## config.mk

```make
export PLATFORM = sky130hd
export DESIGN_NAME = timer_two
export DESIGN_NICKNAME = d
export VERILOG_FILES = /design/src/timer_two_pkg.sv /design/src/timer_two.sv
export SDC_FILE = /design/constraint.sdc
export NUM_CORES = 1
export LEC_CHECK = 0
export BUFFER_PORTS_ARGS = -buffer_cell sky130_fd_sc_hd__buf_2
export CORE_MARGIN = 5
export CORE_UTILIZATION = 55
export DETAILED_ROUTE_END_ITERATION = 7
export PLACE_DENSITY = 0.79
export SLEW_MARGIN = 0
export SYNTH_ARGS = -nofsm -noshare
export SYNTH_HDL_FRONTEND = slang
export SYNTH_SLANG_ARGS = --single-unit
```

## constraint.sdc

```tcl
create_clock -name clk_in -period 8.44 [get_ports clk_in]
set_input_delay 2.532 -clock clk_in [delete_from_list [all_inputs] [get_ports clk_in]]
set_output_delay 2.532 -clock clk_in [all_outputs]
set_load 0.02 [all_outputs]
```

## src/timer_two_pkg.sv

```systemverilog
// Constants for the rate-controlled 16-bit timer block
package timer_two_pkg;
    // Special-function register addresses
    localparam logic [7:0] ADDR_RATE_SELECT = 8'h8e;
    localparam logic [7:0] ADDR_CONTROL = 8'hc8;
    localparam logic [7:0] ADDR_RELOAD_LOW = 8'hca;
    localparam logic [7:0] ADDR_RELOAD_HIGH = 8'hcb;
    localparam logic [7:0] ADDR_COUNT_LOW = 8'hcc;
    localparam logic [7:0] ADDR_COUNT_HIGH = 8'hcd;
    // Control register bit positions
    localparam int CTL_OVERFLOW_FLAG = 7;
    localparam int CTL_EXT_EDGE_FLAG = 6;
    localparam int CTL_RX_BAUD_SELECT = 5;
    localparam int CTL_TX_BAUD_SELECT = 4;
    localparam int CTL_EXT_EDGE_ENABLE = 3;
    localparam int CTL_RUN_CONTROL = 2;
    localparam int CTL_COUNT_SOURCE = 1;
    localparam int CTL_CAPTURE_RELOAD = 0;
    // Rate select bit positions
    localparam int RATE_UPPER_TIMER = 5;
    localparam int RATE_MID_TIMER = 4;
    localparam int RATE_FIRST_TIMER = 3;
    localparam logic [7:0] RATE_WRITE_MASK = 8'h38;
    // Reset values
    localparam logic [7:0] RESET_CONTROL = 8'h00;
    localparam logic [7:0] RESET_RATE_SELECT = 8'h00;
    localparam logic [15:0] RESET_COUNT = 16'h0000;
    localparam logic [15:0] RESET_RELOAD = 16'h0000;
    localparam logic [15:0] COUNT_ALL_ONES = 16'hffff;
    // Prescaler: clocks per increment
    localparam int CLOCKS_SLOW = 12;
    localparam int CLOCKS_FAST = 4;
    localparam int CLOCKS_BAUD = 2;
    localparam logic [3:0] PRE_LAST = 4'(CLOCKS_SLOW - 1);
    localparam logic [1:0] PRE_FAST_LAST = 2'(CLOCKS_FAST - 1);
endpackage

```

## src/timer_two.sv

```systemverilog
// Timer with auto-reload, capture, baud generation and timer rate control
`timescale 1ns/1ns
module timer_two (
    input wire logic clk_in,
    input wire logic rst_in,
    input wire logic [7:0] sfr_addr_in,
    input wire logic sfr_wr_in,
    input wire logic [7:0] sfr_wdata_in,
    output logic sfr_sel_out,
    output logic [7:0] sfr_rdata_out,
    input wire logic ext_count_input_in,
    input wire logic ext_trigger_input_in,
    input wire logic timer1_overflow_in,
    input wire logic irq_enable_in,
    output logic timer_irq_out,
    output logic overflow_pulse_out,
    output logic rx_shift_clk_out,
    output logic tx_shift_clk_out,
    output logic timer0_tick_out,
    output logic timer1_tick_out
);
    logic [7:0] ctl_q;
    logic [7:0] rate_q;
    logic [15:0] count_q;
    logic [15:0] count_d;
    logic [15:0] reload_q;
    logic [15:0] reload_d;
    logic [3:0] pre_q;
    logic ct_s1_q, ct_s2_q, ct_s3_q;
    logic tg_s1_q, tg_s2_q, tg_s3_q;
    logic ovf_pulse_q, rx_q, tx_q, t0_q, t1_q;
    logic [7:0] rdata_q;

    // Register decode
    wire wr_ctl = sfr_wr_in && (sfr_addr_in == timer_two_pkg::ADDR_CONTROL);
    wire wr_rate = sfr_wr_in && (sfr_addr_in == timer_two_pkg::ADDR_RATE_SELECT);
    wire wr_rl = sfr_wr_in && (sfr_addr_in == timer_two_pkg::ADDR_RELOAD_LOW);
    wire wr_rh = sfr_wr_in && (sfr_addr_in == timer_two_pkg::ADDR_RELOAD_HIGH);
    wire wr_cl = sfr_wr_in && (sfr_addr_in == timer_two_pkg::ADDR_COUNT_LOW);
    wire wr_ch = sfr_wr_in && (sfr_addr_in == timer_two_pkg::ADDR_COUNT_HIGH);
    wire wr_count = wr_cl || wr_ch;

    // Control fields
    wire ovf_flag = ctl_q[timer_two_pkg::CTL_OVERFLOW_FLAG];
    wire edge_flag = ctl_q[timer_two_pkg::CTL_EXT_EDGE_FLAG];
    wire rx_sel = ctl_q[timer_two_pkg::CTL_RX_BAUD_SELECT];
    wire tx_sel = ctl_q[timer_two_pkg::CTL_TX_BAUD_SELECT];
    wire edge_en = ctl_q[timer_two_pkg::CTL_EXT_EDGE_ENABLE];
    wire run = ctl_q[timer_two_pkg::CTL_RUN_CONTROL];
    wire src_sel = ctl_q[timer_two_pkg::CTL_COUNT_SOURCE];
    wire cap_sel = ctl_q[timer_two_pkg::CTL_CAPTURE_RELOAD];
    wire upper_fast = rate_q[timer_two_pkg::RATE_UPPER_TIMER];
    wire t1_fast = rate_q[timer_two_pkg::RATE_MID_TIMER];
    wire t0_fast = rate_q[timer_two_pkg::RATE_FIRST_TIMER];

    // Prescaler taps
    wire tick12 = (pre_q == timer_two_pkg::PRE_LAST);
    wire tick4 = (pre_q[1:0] == timer_two_pkg::PRE_FAST_LAST);
    wire tick2 = pre_q[0];

    // Synchronised falling edges
    wire count_fall = ct_s3_q && !ct_s2_q;
    wire trig_fall = tg_s3_q && !tg_s2_q;

    // Mode and increment
    wire baud = rx_sel || tx_sel;
    wire reload_mode = baud || !cap_sel;
    wire int_tick = baud ? tick2 : (upper_fast ? tick4 : tick12);
    wire inc = run && (src_sel ? count_fall : int_tick);
    wire ovf = inc && (count_q == timer_two_pkg::COUNT_ALL_ONES);
    wire edge_hit = edge_en && trig_fall;
    wire force_reload = edge_hit && reload_mode;
    wire capture = edge_hit && !reload_mode;
    wire flag_set = ovf && !baud;

    // Count next value: software write, forced reload, overflow, increment
    always_comb begin
        count_d = count_q;
        if (wr_count) begin
            count_d = count_q;
            if (wr_cl) begin
                count_d[7:0] = sfr_wdata_in;
            end
            if (wr_ch) begin
                count_d[15:8] = sfr_wdata_in;
            end
        end else if (force_reload) begin
            count_d = reload_q;
        end else if (ovf && reload_mode) begin
            count_d = reload_q;
        end else if (inc) begin
            count_d = count_q + 16'h0001;
        end
    end

    // Reload bytes: software write or capture of the count
    always_comb begin
        reload_d = reload_q;
        if (capture) begin
            reload_d = count_q;
        end
        if (wr_rl) begin
            reload_d[7:0] = sfr_wdata_in;
        end
        if (wr_rh) begin
            reload_d[15:8] = sfr_wdata_in;
        end
    end

    // Control next value; hardware set wins over software clear
    wire [7:0] ctl_base = wr_ctl ? sfr_wdata_in : ctl_q;
    wire [7:0] ctl_d = {ctl_base[7] || flag_set, ctl_base[6] || edge_hit, ctl_base[5:0]};
    wire [7:0] rate_d = wr_rate ? (sfr_wdata_in & timer_two_pkg::RATE_WRITE_MASK) : rate_q;

    // Read mux
    wire sel_any = (sfr_addr_in == timer_two_pkg::ADDR_CONTROL)
        || (sfr_addr_in == timer_two_pkg::ADDR_RATE_SELECT)
        || (sfr_addr_in == timer_two_pkg::ADDR_RELOAD_LOW)
        || (sfr_addr_in == timer_two_pkg::ADDR_RELOAD_HIGH)
        || (sfr_addr_in == timer_two_pkg::ADDR_COUNT_LOW)
        || (sfr_addr_in == timer_two_pkg::ADDR_COUNT_HIGH);
    wire [7:0] rd_mux =
        (sfr_addr_in == timer_two_pkg::ADDR_CONTROL) ? ctl_q :
        (sfr_addr_in == timer_two_pkg::ADDR_RATE_SELECT) ? rate_q :
        (sfr_addr_in == timer_two_pkg::ADDR_RELOAD_LOW) ? reload_q[7:0] :
        (sfr_addr_in == timer_two_pkg::ADDR_RELOAD_HIGH) ? reload_q[15:8] :
        (sfr_addr_in == timer_two_pkg::ADDR_COUNT_LOW) ? count_q[7:0] :
        (sfr_addr_in == timer_two_pkg::ADDR_COUNT_HIGH) ? count_q[15:8] : 8'h00;

    // Pulse sources
    wire rx_d = rx_sel ? ovf : timer1_overflow_in;
    wire tx_d = tx_sel ? ovf : timer1_overflow_in;
    wire t1_d = t1_fast ? tick4 : tick12;
    wire t0_d = t0_fast ? tick4 : tick12;
    wire [3:0] pre_d = tick12 ? 4'h0 : pre_q + 4'h1;

    always_ff @(posedge clk_in or posedge rst_in) begin
        if (rst_in) begin
            ctl_q <= timer_two_pkg::RESET_CONTROL;
            rate_q <= timer_two_pkg::RESET_RATE_SELECT;
            count_q <= timer_two_pkg::RESET_COUNT;
            reload_q <= timer_two_pkg::RESET_RELOAD;
        end else begin
            ctl_q <= ctl_d;
            rate_q <= rate_d;
            count_q <= count_d;
            reload_q <= reload_d;
        end
    end

    always_ff @(posedge clk_in or posedge rst_in) begin
        if (rst_in) begin
            pre_q <= 4'h0;
            {ct_s1_q, ct_s2_q, ct_s3_q} <= 3'b111;
            {tg_s1_q, tg_s2_q, tg_s3_q} <= 3'b111;
        end else begin
            pre_q <= pre_d;
            {ct_s1_q, ct_s2_q, ct_s3_q} <= {ext_count_input_in, ct_s1_q, ct_s2_q};
            {tg_s1_q, tg_s2_q, tg_s3_q} <= {ext_trigger_input_in, tg_s1_q, tg_s2_q};
        end
    end

    always_ff @(posedge clk_in or posedge rst_in) begin
        if (rst_in) begin
            {ovf_pulse_q, rx_q, tx_q, t0_q, t1_q} <= 5'b00000;
            rdata_q <= 8'h00;
        end else begin
            ovf_pulse_q <= flag_set;
            rx_q <= rx_d;
            tx_q <= tx_d;
            t0_q <= t0_d;
            t1_q <= t1_d;
            rdata_q <= rd_mux;
        end
    end

    assign sfr_sel_out = sel_any;
    assign sfr_rdata_out = rdata_q;
    assign timer_irq_out = irq_enable_in && (ovf_flag || edge_flag);
    assign overflow_pulse_out = ovf_pulse_q;
    assign rx_shift_clk_out = rx_q;
    assign tx_shift_clk_out = tx_q;
    assign timer0_tick_out = t0_q;
    assign timer1_tick_out = t1_q;
endmodule

```

==> out/metrics.csv <==
stage,metric,value,unit
worst_setup_path,path_delay_family,simple AND/OR/NAND/NOR gates,
timing,rsz0062_at_grt,no,
cells_and_area,layout.nets,416,
placement,io_buffers,37,
logic_synthesis,synth_edf_count,0,
clocking,cts_made_buffers,9,
timing,hold_slack,357,ps
logic_synthesis,synthesis.area,0.00360,mm²
run_status,outcome,finished clean,
route,wl_per_cell,19.9,µm
floorplan,dieHeight,90.9,µm
clocking,insertion_delay,350,ps
clocking,cts_tree,done,
cells_and_area,syn2layout_area_growth,11.7,%
timing,fin_crit_sh,78.9,%
clocking,clkTransAtPathRegs,70,ps
timing,slew_headroom,20.5,%
placement,dp_hpwl,6660,µm
run,max_cap_viol_count,0,
clocking,postCtsSetupRepairBufs,0,
timing,tns,0,ps
cells_and_area,multi_input_area,0.00181,mm²
clocking,ctsHoldBuffers,0,
route,wl,9370,µm
clocking,clock_path_buffers,2,
floorplan,core,0.00635,mm²
global_route,grt_pass1_wl,15600,µm
route,drc,0,
cells_and_area,design_area,0.00402,mm²
cells_and_area,most-common-layout-cells,"dfrtp_1 (60), o21ai_0 (38), buf_2 (37)",
floorplan,rows,29,
global_route,antenna_found_initial,0,
logic_synthesis,ys_types,61,
placement,placed_cell_area,0.00383,mm²
timing,drv_slew,0,
worst_setup_path,max_stage_delay,440,ps
timing,clock_skew,4.09,ps
route,num_vias,3034,
power_and_ir_drop,vdd_ir_drop_max,0.000130,V
route,drt_iter0_markers,361,
placement,place_inst,456,
worst_setup_path,crit_chain,buf_2 > and4bb_2 > nor3b_1 > and2_1 > or4_1 > buf_2,
clocking,root_buffer,clkbuf_8,
worst_setup_path,cp-end-kind,primary output,
floorplan,die_area,0.00826,mm²
hold_path,hp-class,register to register,
power_and_ir_drop,total_power,0.729,mW
cells_and_area,fin_cells,471,
cells_and_area,nFillCells,501,
global_route,grt_start_max_net_pins,67,
clocking,cts_resized,0,
global_route,grt_pass1_vias,3009,
floorplan,ios,38,
logic_synthesis,netlist_instances,356,
power_and_ir_drop,p_per_area,181,mW/mm²
cells_and_area,final_common_cell,dfrtp_1,
timing,finalHoldViolCount,0,
worst_setup_path,crit_slowest_cell,nor3b_1,
floorplan,die_w,90.9,µm
timing,fmax,150,MHz
timing,fin_crit,6660,ps
logic_synthesis,async_reset_ff_share,100,%
timing,final.setup.worst_slack,1780,ps
placement,post-place-ws,1860,ps
clocking,htreeDepth,3,
cells_and_area,antenna_cells,0,
worst_setup_path,cp.required,5910,ps
logic_synthesis,ys.flop_type,dfrtp_1,
cells_and_area,regArea,0.00166,mm²
logic_synthesis,seq_area_frac_synth,46.1,%
worst_setup_path,crit_type,input port to primary output,
logic_synthesis,syn_avg_cell_area,10.1,µm²
logic_synthesis,ys_ff_latch,66,
route,ant_nets,0,
global_route,grt_use_total,23.9,%
cells_and_area,layout-drive-gt1-share,22.1,%
timing,setup_violations,0,
worst_setup_path,cp.arrival,4130,ps
worst_setup_path,crit_top_cell,buf_2,
global_route,gr-total-overflow,0,
worst_setup_path,critical_path_buf_inv_count,2,
timing,tightestPinTransition,1190,ps
worst_setup_path,cp_max_fo,9,
worst_setup_path,start_kind,input port,
placement,place.gp.congestion,0.941,
cells_and_area,fin_util,63.3,%
route,via_per_inst,6.44,
logic_synthesis,synth_nets,382,
logic_synthesis,ys_warn_count,0,
route,drt-pass1-iter-count,8,
floorplan,initial_core_util,56.7,%
clocking,cts_sinks,66,
power_and_ir_drop,leakage,1.75,nW
==> metal layers <==
| metal | part of all wire, % | wire, µm | global-route usage, % | vias up |
|---|---|---|---|---|
| met2 | 46 | 4320 | 36.8 | 157 |
| met3 | 9.1 | 849 | 6.08 | 23 |
| met1 | 43 | 4020 | 32.4 | 1469 |
| met5 | 0 | 0 | 0 | - |
| met4 | 2.0 | 183 | 9.54 | 0 |
| li1 | - | - | - | 1385 |
==> flip-flops by register name, summed over array words and instances, names as in the netlist, 3 cells and up <==
name           flops
rate_q             3
ctl_q              8
sfr_rdata_out      8
pre_q              4
reload_q          16
count_q           16
==> area by class of cell <==
| cell class | count | share of cell area (%) |
|---|---|---|
| clock buffers | 10 | 3.42 |
| repair buffers | 40 | 5.17 |
| inverters | 14 | 1.31 |
| multi-input cells | 259 | 45.0 |
| flip-flops and latches | 66 | 41.3 |
| clock inverters | 5 | 1.37 |
| well taps | 77 | 2.40 |
==> report_power, final <==
part           total (mW)  internal (mW)  switching [mW]
sequential          0.374          0.340          0.0340
clock               0.265          0.142           0.124
combinational      0.0898         0.0437          0.0461
total               0.729          0.526           0.204
==> worst reg2reg max path: stages (launching register included) <==
cell and delay [ps]:
dfrtp_1 430, ha_1 270, and3b_1 230, o2111ai_1 330, nand2_1 320, o21ai_1 910
o21ai_0 280, a32oi_1 250
==> kinds of logic (layout without fill, tap and decap cells) <==
logic type / after synthesis / in the layout / share of synthesized area, %
compound gates: 99 / 99 / 19.6
buf+inv: 31 / 69 / 3.55
flops: 66 / 66 / 46.1
fa+ha+maj: 3 / 3 / 1.04
xor+xnor: 13 / 13 / 3.17
simple gates: 107 / 107 / 15.7
mux: 37 / 37 / 10.9
==> cell usage after synthesis, types with 2 or more instances <==
library cell  count  area share [%]
dfrtp_1          60              42
mux2i_1          24             6.7
xnor2_1          11             2.7
nor3_1            7            0.97
a21o_1            3            0.63
o21a_1            5             1.0
o221a_1           2            0.63
nor2b_1           4            0.70
nand2b_1          3            0.52
ha_1              3             1.0
a32oi_1           2            0.49
a22oi_1           9             1.9
inv_1            14             1.5
clkbuf_1         10             1.0
and4_1            3            0.73
a221oi_2          2            0.83
dfstp_2           6             4.4
o21ai_1           2            0.28
a311oi_1          2            0.49
and3_1            5            0.87
a21oi_1          13             1.8
xor2_1            2            0.49
buf_2             6            0.83
o21ai_0          38             5.3
a222oi_1          7             1.9
nand4_1           5            0.87
nor2_1           20             2.1
a2bb2oi_1         2            0.49
nand3_1           9             1.3
nor3b_1           2            0.42
mux2_2           12             3.8
nand2_1          33             3.4
or2_1             2            0.35
==> final timing paths <==
kind / from / endpoint / slack, ps / depth (start not counted)
setup / recovery: sfr_addr_in[4] / sfr_sel_out / 1780 / 6
hold / removal: ct_s1_q / ct_s2_q / 360 / 0
setup reg to reg: pre_q[0] / count_q[10] / 5340 / 7
hold reg to reg: ct_s1_q / ct_s2_q / 360 / 0
max in group asynchronous: rst_in / count_q[6] / 5490 / 3
min in group asynchronous: rst_in / timer1_tick_out / 2420 / 3
(Power assumes the default switching activity.)
